--- src/rtl/sdp_defines.svh ---
`ifndef SDP_DEFINES_SVH
`define SDP_DEFINES_SVH

// Register word addresses on the plain register port.
`define ADDR_FRAME_FORMAT   12'h126
`define ADDR_PIN_FUNCTION   12'h3fa
`define ADDR_RADIO_CTRL     12'h3f0
`define ADDR_STATUS         12'h3f1
`define ADDR_IRQ_SRC0       12'h3f2
`define ADDR_IRQ_SRC1       12'h3f3
`define ADDR_IRQ_MASK0      12'h3f4
`define ADDR_IRQ_MASK1      12'h3f5

// Field positions.
`define DATA_MODE_LSB       0
`define DATA_MODE_MSB       1
`define CTRL_STATE_LSB      0
`define CTRL_STATE_MSB      1
`define CTRL_SYNC_EN_BIT    2
`define SRC0_PREAMBLE_BIT   0
`define SRC0_SYNC_BIT       1
`define SRC1_CMD_DONE_BIT   0

// Reset values.
`define FRAME_FORMAT_RST    8'h00
`define PIN_FUNCTION_RST    8'h00
`define RADIO_CTRL_RST      8'h00
`define IRQ_MASK_RST        8'h00

// Pin function code range for serial port mode.
`define PIN_CODE_FIRST      8'ha0
`define PIN_CODE_LAST       8'ha8

// Highest bit index in one byte; the strobe spacing comes from the 3-bit counter, not from this.
`define BITS_PER_BYTE       3'h7

`endif

--- src/rtl/sdp_pkg.sv ---
package sdp_pkg;

	// Radio operating state as seen by this port.
	typedef enum logic [1:0]
	{
		ST_IDLE = 2'b00,
		ST_RX   = 2'b01,
		ST_TX   = 2'b10
	} radio_state_type;

	// Event pin behaviour selected by the pin function code.
	typedef enum logic [1:0]
	{
		EV_UNUSED = 2'b00,
		EV_LEVEL  = 2'b01,
		EV_STROBE = 2'b10
	} event_mode_type;

	// Register port request.
	typedef struct packed
	{
		logic [11:0] addr;
		logic [7:0]  wdata;
		logic        wr;
		logic        rd;
	} reg_req_type;

	// Demodulator side bits from the radio core.
	typedef struct packed
	{
		logic bit_valid;
		logic bit_data;
		logic preamble_det;
		logic sync_det;
	} demod_type;

endpackage : sdp_pkg

--- src/rtl/radio_serial_data_port.sv ---
// Operation
// - Data modes zero and three packet path, one and two serial
// - Mode one preamble event, two sync event
// - Codes A0/A3/A6 data and clock whole receive
// - Other codes: data after preamble only
// - Serial mode: receive out, transmit in
// - Transmit stream taken only from pin
// - Drive one bit clock per transmit bit
// - Keep sending until host leaves transmit
// - Receive clock follows recovered data bits
// - Level event stays active from trigger to end of receive state
// - Strobe one bit high every eight
// - Strobe aligned to trigger (preamble or sync), first bit
// - Host irq: full group1, group0 two flags
// - Sync detect optional, gives byte alignment
// - Pin code picks event type, pins
`include "sdp_defines.svh"

module radio_serial_data_port #(
	parameter int CLK_HZ = 20000000,
	parameter int BIT_HZ = 1000000
)(
	// Clock and reset.
	input  wire logic               clk,
	input  wire logic               srst,
	// Register port.
	input  wire sdp_pkg::reg_req_type reg_req,
	output logic [7:0]              reg_rdata,
	// Radio core side.
	input  wire sdp_pkg::demod_type demod,
	output logic                    mod_bit,
	output logic                    mod_bit_valid,
	output logic                    packet_path_en,
	input  wire logic               cmd_done_evt,
	// Serial port pins.
	output logic                    rx_data_pin_o,
	output logic                    rx_data_pin_oe,
	input  wire logic               tx_data_pin_i,
	output logic                    shared_bit_clock_pin_o,
	output logic                    shared_bit_clock_pin_oe,
	output logic                    rx_event_pin_o,
	output logic                    rx_event_pin_oe,
	output logic                    host_irq_pin
);

	localparam int HALF_BIT = (CLK_HZ / BIT_HZ / 2 < 1) ? 1 : CLK_HZ / BIT_HZ / 2;

	// Registers.
	logic [7:0]                frame_q;
	logic [7:0]                pinf_q;
	logic [7:0]                ctrl_q;
	logic [7:0]                src0_q;
	logic [7:0]                src1_q;
	logic [7:0]                mask0_q;
	logic [7:0]                mask1_q;
	logic [7:0]                rdata_q;
	// Serial engine state.
	logic [15:0]               div_q;
	logic                      clk_q;
	logic                      tx_bit_q;
	logic                      tx_vld_q;
	logic                      rx_bit_q;
	logic                      pre_seen_q;
	logic                      sync_seen_q;
	logic                      evt_level_q;
	logic                      strobe_q;
	logic [2:0]                bitcnt_q;
	logic [2:0]                tx_sync_q;
	logic                      pre_d1_q;
	logic                      sync_d1_q;

	// Decoded configuration.
	wire [1:0]                 data_mode = frame_q[`DATA_MODE_MSB:`DATA_MODE_LSB];
	wire                       serial_on = (data_mode == 2'h1) || (data_mode == 2'h2);
	wire                       code_ok = (pinf_q >= `PIN_CODE_FIRST) && (pinf_q <= `PIN_CODE_LAST);
	wire                       port_on = serial_on && code_ok;
	wire sdp_pkg::radio_state_type state = sdp_pkg::radio_state_type'(ctrl_q[`CTRL_STATE_MSB:`CTRL_STATE_LSB]);
	wire                       in_rx = port_on && (state == sdp_pkg::ST_RX);
	wire                       in_tx = port_on && (state == sdp_pkg::ST_TX);
	wire                       sync_en = ctrl_q[`CTRL_SYNC_EN_BIT];
	wire sdp_pkg::event_mode_type ev_mode = event_mode(pinf_q);
	wire                       data_early = (ev_mode == sdp_pkg::EV_UNUSED);

	// Codes step in threes: A0/A3/A6 unused, A1/A4/A7 level, A2/A5/A8 strobe.
	function automatic sdp_pkg::event_mode_type event_mode(input logic [7:0] code);
		logic [7:0] off;
		off = code - `PIN_CODE_FIRST;
		if (off % 8'h03 == 8'h00)
			event_mode = sdp_pkg::EV_UNUSED;
		else if (off % 8'h03 == 8'h01)
			event_mode = sdp_pkg::EV_LEVEL;
		else
			event_mode = sdp_pkg::EV_STROBE;
	endfunction : event_mode

	// Event selection: preamble in mode one, sync in mode two.
	wire                       pre_rise = demod.preamble_det && !pre_d1_q;
	wire                       sync_rise = demod.sync_det && !sync_d1_q && sync_en;
	wire                       ev_trigger = (data_mode == 2'h1) ? pre_rise : sync_rise;

	// Bit clock divider: rising edge at clk_q going high, falling at going low.
	wire                       div_hit = (div_q == 16'(HALF_BIT - 1));
	wire                       clk_run = in_tx;
	wire                       clk_rise = div_hit && !clk_q && clk_run;
	wire                       clk_fall = div_hit && clk_q;

	// Receive bits arrive from the recovered stream.
	wire                       rx_take = in_rx && demod.bit_valid;

	// Register write decode.
	wire                       wr_frame = reg_req.wr && (reg_req.addr == `ADDR_FRAME_FORMAT);
	wire                       wr_pinf = reg_req.wr && (reg_req.addr == `ADDR_PIN_FUNCTION);
	wire                       wr_ctrl = reg_req.wr && (reg_req.addr == `ADDR_RADIO_CTRL);
	wire                       wr_src0 = reg_req.wr && (reg_req.addr == `ADDR_IRQ_SRC0);
	wire                       wr_src1 = reg_req.wr && (reg_req.addr == `ADDR_IRQ_SRC1);
	wire                       wr_mask0 = reg_req.wr && (reg_req.addr == `ADDR_IRQ_MASK0);
	wire                       wr_mask1 = reg_req.wr && (reg_req.addr == `ADDR_IRQ_MASK1);

	// Read mux; unmapped addresses return zero.
	logic [7:0]                rd_mux;
	always_comb
	begin
		if (reg_req.addr == `ADDR_FRAME_FORMAT)
			rd_mux = frame_q;
		else if (reg_req.addr == `ADDR_PIN_FUNCTION)
			rd_mux = pinf_q;
		else if (reg_req.addr == `ADDR_RADIO_CTRL)
			rd_mux = ctrl_q;
		else if (reg_req.addr == `ADDR_STATUS)
			rd_mux = {3'h0, evt_level_q, sync_seen_q, pre_seen_q, ctrl_q[1:0]};
		else if (reg_req.addr == `ADDR_IRQ_SRC0)
			rd_mux = src0_q;
		else if (reg_req.addr == `ADDR_IRQ_SRC1)
			rd_mux = src1_q;
		else if (reg_req.addr == `ADDR_IRQ_MASK0)
			rd_mux = mask0_q;
		else if (reg_req.addr == `ADDR_IRQ_MASK1)
			rd_mux = mask1_q;
		else
			rd_mux = 8'h00;
	end

	// Configuration registers.
	always_ff @(posedge clk)
	begin
		if (srst)
		begin
			frame_q <= `FRAME_FORMAT_RST;
			pinf_q  <= `PIN_FUNCTION_RST;
			ctrl_q  <= `RADIO_CTRL_RST;
			mask0_q <= `IRQ_MASK_RST;
			mask1_q <= `IRQ_MASK_RST;
		end
		else
		begin
			if (wr_frame) frame_q <= reg_req.wdata;
			if (wr_pinf) pinf_q <= reg_req.wdata;
			if (wr_ctrl) ctrl_q <= reg_req.wdata;
			if (wr_mask0) mask0_q <= reg_req.wdata;
			if (wr_mask1) mask1_q <= reg_req.wdata;
		end
	end

	// Read data stands in the cycle after the strobe only.
	always_ff @(posedge clk)
	begin
		if (srst || !reg_req.rd)
			rdata_q <= 8'h00;
		else
			rdata_q <= rd_mux;
	end

	// Interrupt sources: write one to clear, a new event wins over the clear.
	wire [7:0]                 src0_set = {6'h00, demod.sync_det && !sync_d1_q, pre_rise};
	wire [7:0]                 src1_set = {7'h00, cmd_done_evt};
	always_ff @(posedge clk)
	begin
		if (srst)
		begin
			src0_q <= 8'h00;
			src1_q <= 8'h00;
		end
		else
		begin
			src0_q <= (src0_q & ~(wr_src0 ? reg_req.wdata : 8'h00)) | src0_set;
			src1_q <= (src1_q & ~(wr_src1 ? reg_req.wdata : 8'h00)) | src1_set;
		end
	end

	// In serial mode only the preamble and sync flags of group zero reach the pin.
	wire [7:0]                 grp0_allow = serial_on ? 8'h03 : 8'hff;
	wire                       irq_any = |(src0_q & mask0_q & grp0_allow) || |(src1_q & mask1_q);

	// Bit clock divider runs only in transmit. In receive the pin follows the recovered bits, so holding the
	// divider idle there means transmit always opens with a full low phase and never with a short high one.
	always_ff @(posedge clk)
	begin
		if (srst || !clk_run)
		begin
			div_q <= 16'h0000;
			clk_q <= 1'b0;
		end
		else if (div_hit)
		begin
			div_q <= 16'h0000;
			clk_q <= !clk_q;
		end
		else
			div_q <= div_q + 16'h0001;
	end

	// Transmit pin crosses into clk; three stages, second and third must agree.
	always_ff @(posedge clk)
	begin
		if (srst)
			tx_sync_q <= 3'h0;
		else
			tx_sync_q <= {tx_sync_q[1:0], tx_data_pin_i};
	end
	wire                       tx_pin_ok = (tx_sync_q[1] == tx_sync_q[2]);

	// Transmit sampling on the bit clock rising edge, one bit per clock.
	always_ff @(posedge clk)
	begin
		if (srst)
		begin
			tx_bit_q <= 1'b0;
			tx_vld_q <= 1'b0;
		end
		else
		begin
			tx_vld_q <= in_tx && clk_rise;
			if (in_tx && clk_rise)
				tx_bit_q <= tx_pin_ok ? tx_sync_q[2] : tx_bit_q;
		end
	end

	// Receive tracking: preamble and sync seen, byte counter for the strobe.
	always_ff @(posedge clk)
	begin
		if (srst || !in_rx)
		begin
			pre_seen_q  <= 1'b0;
			sync_seen_q <= 1'b0;
			evt_level_q <= 1'b0;
			bitcnt_q    <= 3'h0;
			rx_bit_q    <= 1'b0;
		end
		else
		begin
			if (pre_rise) pre_seen_q <= 1'b1;
			if (ev_trigger) evt_level_q <= 1'b1;
			if (ev_trigger)
			begin
				sync_seen_q <= 1'b1;
				bitcnt_q    <= 3'h0;
			end
			else if (rx_take)
				bitcnt_q <= bitcnt_q + 3'h1;
			if (rx_take) rx_bit_q <= demod.bit_data;
		end
	end

	// Strobe high for the first bit of each byte after the trigger.
	always_ff @(posedge clk)
	begin
		if (srst || !in_rx)
			strobe_q <= 1'b0;
		else if (rx_take)
			strobe_q <= sync_seen_q && (bitcnt_q == 3'h0);
	end

	// Edge history for the detector levels.
	always_ff @(posedge clk)
	begin
		if (srst)
		begin
			pre_d1_q  <= 1'b0;
			sync_d1_q <= 1'b0;
		end
		else
		begin
			pre_d1_q  <= demod.preamble_det;
			sync_d1_q <= demod.sync_det;
		end
	end

	// Pin drive. In receive the clock follows recovered bits, in transmit the divider.
	wire                       rx_data_en = in_rx && (data_early || pre_seen_q);
	assign reg_rdata               = rdata_q;
	assign packet_path_en          = !serial_on;
	assign mod_bit                 = tx_bit_q;
	assign mod_bit_valid           = tx_vld_q;
	assign rx_data_pin_o           = rx_bit_q;
	assign rx_data_pin_oe          = rx_data_en;
	assign shared_bit_clock_pin_o  = in_rx ? demod.bit_valid : clk_q;
	assign shared_bit_clock_pin_oe = port_on;
	assign rx_event_pin_o          = (ev_mode == sdp_pkg::EV_STROBE) ? strobe_q : evt_level_q;
	assign rx_event_pin_oe         = port_on && (ev_mode != sdp_pkg::EV_UNUSED);
	assign host_irq_pin            = irq_any;

endmodule : radio_serial_data_port

--- config.mk ---
export PLATFORM = sky130hd
export DESIGN_NAME = radio_serial_data_port
export DESIGN_NICKNAME = d
export VERILOG_FILES = /design/src/rtl/sdp_pkg.sv /design/src/rtl/radio_serial_data_port.sv
export VERILOG_INCLUDE_DIRS = /design/src /design/src/rtl
export SDC_FILE = /design/constraint.sdc
export NUM_CORES = 1
export LEC_CHECK = 0
export ABC_AREA = 1
export BUFFER_PORTS_ARGS = -buffer_cell sky130_fd_sc_hd__buf_2
export CAP_MARGIN = 5
export CORE_UTILIZATION = 35
export CTS_CLUSTER_SIZE = 28
export DETAILED_ROUTE_END_ITERATION = 10
export GPL_TIMING_DRIVEN = 0
export SKIP_LAST_GASP = 1
export SYNTH_ARGS = -nofsm -noshare
export SYNTH_HDL_FRONTEND = slang
export SYNTH_SLANG_ARGS = --single-unit
--- constraint.sdc ---
create_clock -name clk -period 4.8 [get_ports clk]
set_input_delay 0.24 -clock clk [delete_from_list [all_inputs] [get_ports clk]]
set_output_delay 0.24 -clock clk [all_outputs]
set_load 0.02 [all_outputs]
* Yosys cells after proc, flatten, opt, wreduce, memory -nomap -nowiden
Index checks and enable logic that the tools add are counted.
Word-level totals: memories kept 0, register bits after elaboration 95, bits in read-only memories 0, input bits 30, latch bits 0, bits in writable memories 0, output and inout bits 18, word-level logic and storage cells 110
Operators by class: multiplexer cells 16, div/mod/pow operators 1, multipliers 0, shift-type cells 0, magnitude comparators 2, equal/unequal tests 16, bitwise gates (word level) 9, reductions and logical operators 43, add/sub/neg operators 3
Operators with widths (count):
- $mux W8 | 11
- $eq A12 B10 Y1 const B | 7
- $and A8 B8 Y8 | 5
- $logic_and A1 B1 Y1 | 21
- $add A16 B1 Y16 const B | 1
- $eq A16 B4 Y1 const B | 1
- $not A8 Y8 | 2
- $reduce_or A8 Y1 | 2
- $eq A12 B9 Y1 const B | 1
- $eq A8 B1 Y1 const B | 1
- $ge A8 B8 Y1 const B | 1
- $le A8 B8 Y1 const B | 1
- $logic_not A8 Y1 | 1
- $mod A8 B2 Y8 const B | 1
- $or A8 B1 Y8 | 1
- $or A8 B2 Y8 | 1
- $sub A8 B8 Y8 const B | 1
- $logic_not A1 Y1 | 7
- $eq A2 B2 Y1 const B | 3
- $logic_or A1 B1 Y1 | 6
- $eq A2 B1 Y1 const B | 2
- $mux W2 | 2
- $reduce_or A2 Y1 | 2
- $add A3 B1 Y3 const B | 1
- 6 further kinds | 8

* Longest topological paths before layout
Gate-level depths: netlist (run 1).
depth in word-level cells 9, depth in mapped cells 32, mapped depth without buffers 32

* Worst setup path before layout (run 1)
Ideal clock, no wire load.
path kind reg-to-output, start point register pinf_q[5], end point output port rx_event_pin_o, path slack 1176 ps, required time 4560 ps, arrival time 3384 ps, path buffers 0, cell stages (with the launch flop) 29, path through dfxtp_1 > inv_1 > ha_1 > inv_1 > o21ai_1 > nand2_2 > nand2_1 > nand2_1 > nand2_1 > nand2_1 > nand3_1 > nand2_1 > nand2_2 > nand2_2 > nand2_2 > and2_4 > ha_1 > nor2_2 > nand3_1 > nand2_1 > inv_1 > ha_1 > o21bai_1 > nor2_1 > nand2_1 > nor2_1 > nand2_1 > nand2_2 > o21ai_0
Between the ends: word-level cells in the longest chain between the ends 7, elaborated cells between the ends (all ways) 8, classes of those cells add/sub: 1; div: 1; eq/ne: 2; mux: 3; reduce/logical: 1
RTL lines:
- from (decl) | line radio_serial_data_port.sv:50 | logic [7:0] pinf_q;
- from (signal assigned) | line radio_serial_data_port.sv:149 | pinf_q <= `PIN_FUNCTION_RST;
- from (signal assigned) | line radio_serial_data_port.sv:157 | if (wr_pinf) pinf_q <= reg_req.wdata;
- $sub A8 B8 Y8 (no line) *
- $mod A8 B2 Y8 * | line radio_serial_data_port.sv:88, radio_serial_data_port.sv:90
- $eq A8 B1 Y1 | line radio_serial_data_port.sv:90 | else if (off % 8'h03 == 8'h01)
- $mux W2 | line radio_serial_data_port.sv:90
- $mux W2 * | line radio_serial_data_port.sv:88 | if (off % 8'h03 == 8'h00)
- $eq A2 B2 Y1 * | line radio_serial_data_port.sv:298 | assign rx_event_pin_o = (ev_mode == sdp_pkg::EV_STROBE) ? strobe_q : evt_level_q;
- $mux W1 * | line radio_serial_data_port.sv:298
- to (decl) | line radio_serial_data_port.sv:41 | output logic rx_event_pin_o,
Every way passes the cells marked *; elsewhere a longest branch is shown, timed or not.

* Final worst setup path (run 1)
start point register pinf_q[5], end point output port rx_data_pin_oe
Between the ends: word-level cells in the longest chain between the ends 8, elaborated cells between the ends (all ways) 14, classes of those cells add/sub: 1; div: 1; order compare: 2; eq/ne: 1; mux: 2; reduce/logical: 7
RTL lines:
- $sub A8 B8 Y8 (no line)
- $mod A8 B2 Y8 | line radio_serial_data_port.sv:88, radio_serial_data_port.sv:90
- $eq A8 B1 Y1 | line radio_serial_data_port.sv:90
- $mux W2 | line radio_serial_data_port.sv:90
- $mux W2 | line radio_serial_data_port.sv:88
- $logic_not A2 Y1 | line radio_serial_data_port.sv:82 | wire data_early = (ev_mode == sdp_pkg::EV_UNUSED);
- $logic_or A1 B1 Y1 | line radio_serial_data_port.sv:289 | wire rx_data_en = in_rx && (data_early || pre_seen_q);
- $logic_and A1 B1 Y1 * | line radio_serial_data_port.sv:289
- to (decl) | line radio_serial_data_port.sv:37 | output logic rx_data_pin_oe,
Marked as above.

==> results of run 1 <==
critical path: cells and delay by family, from the launching register on:
family / cells / cell delay, ns
simple gates: 18 / 1.61
compound gates: 3 / 0.38
flops: 1 / 0.40
fa+ha+maj: 3 / 0.78
buf+inv: 6 / 0.61
synth_stat cells, types with 2 or more instances:
master,instances
o211ai_1,2
a21oi_2,2
nand4_1,9
inv_2,5
nand3_1,29
a21oi_1,59
nor2_2,2
inv_1,107
clkbuf_1,13
nor3b_1,3
a221oi_1,2
nor2_1,74
o21a_1,2
ha_1,11
o22ai_1,7
o221ai_1,11
a31oi_1,6
nor4_1,9
o21ai_1,2
a211oi_1,12
xor2_1,4
a21o_1,2
nand2_1,80
o21ai_0,57
nor3_1,17
nand2_2,16
dfxtp_1,95
nand3_4,2
metrics by stage:
step / worst slack (ns) / std cells / utilization
finish: 0.450 / 884 / 0.422
global route: 0.0164 / 884 / 0.422
CTS: 0.419 / 884 / 0.422
detailed placement: 0.817 / 868 / 0.399
global placement: 0.865 / 868 / 0.399
floorplan: 1.18 / 650 / -
layout by cell type (no fill, tap or decap), types with 2 or more instances in the layout:
cell          n
nor2_1       74
nand2_1      80
o221ai_1     11
o211ai_1      2
nor2_2        2
o21ai_1       2
nor4_1        9
a221oi_1      2
nor3_1       17
nor3b_1       3
clkbuf_1     13
o21a_1        2
nand3_4       2
a21oi_2       2
clkbuf_16     9
clkinvlp_4    2
clkinv_4      4
dfxtp_1      95
nand3_1      29
nand4_1       9
a211oi_1     12
o21ai_0      57
o22ai_1       7
a21oi_1      59
buf_2        46
a31oi_1       6
xor2_1        4
a21o_1        2
inv_2         5
nand2_2      16
inv_1       107
ha_1         11
registers in the layout, summed over array words and instances, names as in the netlist:
signal / cells
ctrl_q: 8
rx_data_pin_o: 1
pinf_q: 8
clk_q: 1
tx_sync_q: 3
src0_q: 8
strobe_q: 1
reg_rdata: 8
bitcnt_q: 3
mask1_q: 8
mod_bit: 1
sync_d1_q: 1
frame_q: 8
div_q: 16
pre_seen_q: 1
src1_q: 8
mod_bit_valid: 1
evt_level_q: 1
pre_d1_q: 1
mask0_q: 8
routing by layer:
layer / share of wire / vias to the layer above / global-route usage / wire length, µm
li1: - / 2284 / - / -
met1: 0.48 / 2092 / 0.245 / 5870
met2: 0.47 / 114 / 0.303 / 5760
met3: 0.039 / 21 / 0.0258 / 476
met4: 0.019 / 0 / 0.0731 / 235
met5: 0 / - / 0 / 0
worst max-delay path by stage:
stage,startpoint,to,slack (ns)
after global routing,pinf_q[5],rx_data_pin_oe,0.02
after floorplan,pinf_q[5],rx_event_pin_o,1.18
after CTS,pinf_q[5],rx_data_pin_oe,0.42
final,pinf_q[5],rx_data_pin_oe,0.45
after global placement,pinf_q[5],rx_event_pin_o,0.87
after detailed placement,pinf_q[5],rx_data_pin_oe,0.82
power breakdown:
group / internal (mW) / leakage, nW / total (mW) / switching (mW)
Combinational: 0.0170 / 1.32 / 0.0583 / 0.0413
Sequential: 0.792 / 0.767 / 0.794 / 0.00222
Clock: 0.357 / 0.132 / 0.685 / 0.328
cells by family after synthesis:
group	synth area share
DFF	0.408
buffers and inverters	0.102
adders and majority gates	0.0296
AOI/OAI and AO/OA	0.211
and+or+nand+nor	0.242
xor gates and xnor gates	0.00752
final cells by class:
type	instances	area (µm²)	area share
clock buffer	9	225	0.0418
clock inverter	7	58.8	0.0109
sequential	95	1900	0.353
multi-input combinational	429	2280	0.424
buffer	14	52.6	0.00976
inverter	112	420	0.0781
timing repair buffer	46	230	0.0428
tap	172	215	0.0400
==> run_results.csv, run 1 <==
group,metric,value,unit
pwr,peakVddDrop,147,µV
worst_setup_path,r2r-end,"strobe_q",
worst_setup_path,start_kind,"flop",
drt,routed_wl,12300,µm
worst_setup_path,required,4.56,ns
sta,relSlewSlack,0.576,
finish,nets,748,
finish,antennaDiodeCount,0,
synthesis,synth_top_area_share,0.408,
clock_tree,hold_buffers,0,
sta,hold_slack,0.0928,ns
drt,dr_total_vias,4511,
sta,fmax,0.230,GHz
drt,drtIter0Drc,319,
sta,tightest_slew,0.634,ns
global_route,grt_pass1_wl,20300,µm
sta,period_share,0.906,
clock_tree,postCtsSetupRepairBufs,0,
worst_setup_path,slowest_delay,0.40,ns
synthesis,synth-async-reset-ratio,0,
floorplan,num_io_pins,48,
synthesis,ys_warn_count,0,
flow_run,maxCapViolations,0,
placement,port_buffers,46,
floorplan,fp.dieW,117,µm
synthesis,avgSynthCellArea,7.16,µm²
hold_path,hold_class,"input pin to flop",
sta,skew,0.00577,ns
finish,n_fill_cell,1338,
placement,placed_area,5100,µm²
worst_setup_path,crit_path_top_delay_cell,"dfxtp_1",
drt,drtPass1Iterations,5,
drt,post_drt_via_cell_ratio,5.10,
synthesis,syn_nets,691,
global_route,grt_max_degree,18,
floorplan,std_cell_rows,41,
drt,antenna_left,0,
finish,fin_area,5390,µm²
synthesis,synthCells,650,
synthesis,synthesis.area,4660,µm²
drt,drc,0,
pwr,p_total,1.54,mW
worst_setup_path,arrival,4.11,ns
placement,place_hpwl,9460,µm
worst_setup_path,criticalPathCategory,"flop to output pin",
synthesis,synth_area_leaders,"dfxtp_1, inv_1, nand2_1",
finish,area_growth_syn_to_layout,15.7,%
sta,setup_viol_count_final,0,
clock_tree,clk_latency,0.35,ns
worst_setup_path,reg2reg_slack,2.41,ns
worst_setup_path,r2r_cells,10,
synthesis,ys_ff_latch,95,
pwr,leakage,2.22,nW
clock_tree,cts_resized,0,
worst_setup_path,path_max_fanout,8,
floorplan,core_area,12800,µm²
status,status,"finished clean",
clock_tree,clk_pin_slew,0.07,ns
sta,setup-tns-final,0,ns
clock_tree,tritoncts,"built",
clock_tree,cts.sinks,95,
floorplan,start_util,0.364,
worst_setup_path,r2r-start,"frame_q[1]",
clock_tree,cts_max_level,3,
global_route,overflow,0,
synthesis,synth_edf_count,0,
hold_path,worstHoldStart,"tx_data_pin_i",
hold_path,hold_end,"tx_sync_q[0]",
clock_tree,clockBufferDepth,2,
sta,drv_slew,0,
clock_tree,clockRootBuffer,"clkbuf_16",
finish,drive_above_1_share,0.131,
sta,period_needed,4.35,ns
synthesis,yosysSeqAreaShare,0.408,
synthesis,synth_cell_types,38,
clock_tree,cts_buffers,9,
drt,wl_per_cell,14.0,µm
synthesis,yosys_most_used_dff,"dfxtp_1",
global_route,grt_use_total,0.185,
hold_path,holdPathStages,3,
global_route,antenna_found_initial,0,
pwr,powerDensity,285,nW/µm²
placement,gp_congestion,0.881,
sta,grt_setup_unrepaired,"no",
floorplan,die-area,13800,µm²
global_route,grt_pass1_vias,4171,
worst_setup_path,end_kind,"output pin",
floorplan,die_y,117,µm
synthesis,synth_area_leader_cell,"dfxtp_1",
sta,hold_violations,0,
No activity file was read; power rests on OpenSTA's default activity.
==> run 2: changes to the inputs <==
REMOVE_ABC_BUFFERS = 1   (was not set)
==> run 2 against run 1 <==
Critical path depth fell by 1; global-route usage fell by 0.95 points; sequential share of layout area rose by 0.12 points; die area did not move; sequential power barely moved; sequential cell count did not move; final cell count fell by 1.6%; hold slack improved by 0.0074 ns; clock skew fell by 0.00063 ns; first-iteration DRC count fell by 14%; non-clock buffer count fell by 13; routed wire length fell by 5.3%; critical endpoint unchanged; largest cell class unchanged.
==> run_results.csv, run 2 (synthesis results as in run 1) <==
group,metric,value,unit
clock_tree,cts_max_level,3,
sta,skew,0.00514,ns
worst_setup_path,end_kind,"output pin",
floorplan,num_io_pins,48,
floorplan,die-area,13800,µm²
global_route,grt_pass1_vias,4191,
global_route,grt_use_total,0.176,
global_route,overflow,0,
global_route,grt_max_degree,42,
pwr,leakage,2.23,nW
placement,place_hpwl,8850,µm
drt,post_drt_via_cell_ratio,5.06,
worst_setup_path,path_max_fanout,8,
placement,placedCellCount,855,
clock_tree,clk_pin_slew,0.06,ns
clock_tree,cts.sinks,95,
finish,final_common_cell,"inv_1",
clock_tree,cts_buffers,9,
sta,grt_setup_unrepaired,"no",
finish,n_fill_cell,1317,
pwr,powerDensity,299,nW/µm²
placement,port_buffers,47,
sta,setup-tns-final,0,ns
clock_tree,tritoncts,"built",
sta,drv_slew,0,
worst_setup_path,start_kind,"flop",
sta,tightest_slew,1.04,ns
floorplan,start_util,0.364,
drt,dr_total_vias,4400,
finish,nets,735,
finish,area_growth_syn_to_layout,15.3,%
status,status,"finished clean",
worst_setup_path,required,4.56,ns
sta,period_share,0.903,
clock_tree,clockRootBuffer,"clkbuf_16",
clock_tree,clk_latency,0.34,ns
drt,antenna_left,0,
finish,stdcell_count,870,
worst_setup_path,criticalPathCategory,"flop to output pin",
clock_tree,postCtsSetupRepairBufs,0,
finish,final_core_util,0.420,
drt,drtIter0Drc,274,
clock_tree,cts_resized,0,
hold_path,hold_class,"input pin to flop",
floorplan,core_area,12800,µm²
flow_run,maxCapViolations,0,
drt,drtPass1Iterations,5,
drt,wl_per_cell,13.4,µm
floorplan,std_cell_rows,41,
sta,fmax,0.231,GHz
finish,largest_reg_flops,16,
clock_tree,hold_buffers,0,
finish,top_register,"div_q",
floorplan,fp.dieW,117,µm
global_route,grt_pass1_wl,19800,µm
finish,layout_common_cells,"inv_1, dfxtp_1, nand2_1, nor2_1, a21oi_1",
floorplan,die_y,117,µm
sta,setup_viol_count_final,0,
finish,antennaDiodeCount,0,
worst_setup_path,slowest_delay,0.42,ns
sta,relSlewSlack,0.304,
drt,routed_wl,11700,µm
sta,period_needed,4.34,ns
finish,drive_above_1_share,0.133,
worst_setup_path,cp_common_cell,"nand2_1",
worst_setup_path,crit_path_top_delay_cell,"dfxtp_1",
pwr,peakVddDrop,160,µV
global_route,antenna_found_initial,0,
worst_setup_path,arrival,4.10,ns
clock_tree,clockBufferDepth,2,
drt,drc,0,
placement,gp_congestion,0.838,
sta,hold_violations,0,
-- run 2: layout make-up --
| cell class | instances | area, µm² | area share |
|---|---|---|---|
| clock inverter | 4 | 70.1 | 0.0131 |
| timing repair buffer | 47 | 235 | 0.0438 |
| tap | 172 | 215 | 0.0401 |
| inverter | 112 | 420 | 0.0783 |
| multi-input combinational | 429 | 2280 | 0.425 |
| sequential | 95 | 1900 | 0.354 |
| clock buffer | 11 | 243 | 0.0452 |
-- run 2: final timing paths --
path | startpoint | to | slack [ns] | cells past startpoint
worst min register to register | tx_sync_q[0] | tx_sync_q[1] | 0.41 | 2
worst min-delay path | tx_data_pin_i | tx_sync_q[0] | 0.10 | 3
worst max register to register | frame_q[1] | div_q[15] | 2.33 | 11
worst max-delay path | pinf_q[5] | rx_data_pin_oe | 0.46 | 29
-- run 2: routing by layer --
metal | track usage | up-vias | share of wire
met5 | 0 | - | 0
met4 | 0.0795 | 0 | 0.024
met3 | 0.0263 | 22 | 0.041
met2 | 0.283 | 104 | 0.46
met1 | 0.231 | 2016 | 0.48
li1 | - | 2258 | -
-- run 2: worst max-delay path, delay by kind of cell (launching register included) --
kind | cells | cell delay (ns)
and+or+nand+nor | 17 | 1.64
adders and majority gates | 3 | 0.75
buffers and inverters | 6 | 0.55
DFF | 1 | 0.42
AOI/OAI and AO/OA | 3 | 0.40
-- run 2: through the flow --
| step | power, mW | hold slack, ns | worst slack, ns | cell area (µm²) |
|---|---|---|---|---|
| 6_report | 1.61 | 0.100 | 0.463 | 5370 |
| 5_1_grt | 1.66 | 0.119 | 0.00899 | 5370 |
| 4_1_cts | 1.62 | 0.0963 | 0.390 | 5370 |
| 2_1_floorplan | 0.833 | 0.309 | 1.18 | 4600 |
| 3_5_place_dp | 0.865 | 0.408 | 0.767 | 5050 |
| 3_3_place_gp | 0.864 | 0.408 | 0.881 | 5050 |
-- run 2: power breakdown --
part	leakage, nW	internal, mW	switching, mW
sequential	0.767	0.792	0.00210
combinational	1.31	0.0159	0.0381
clock	0.155	0.466	0.292
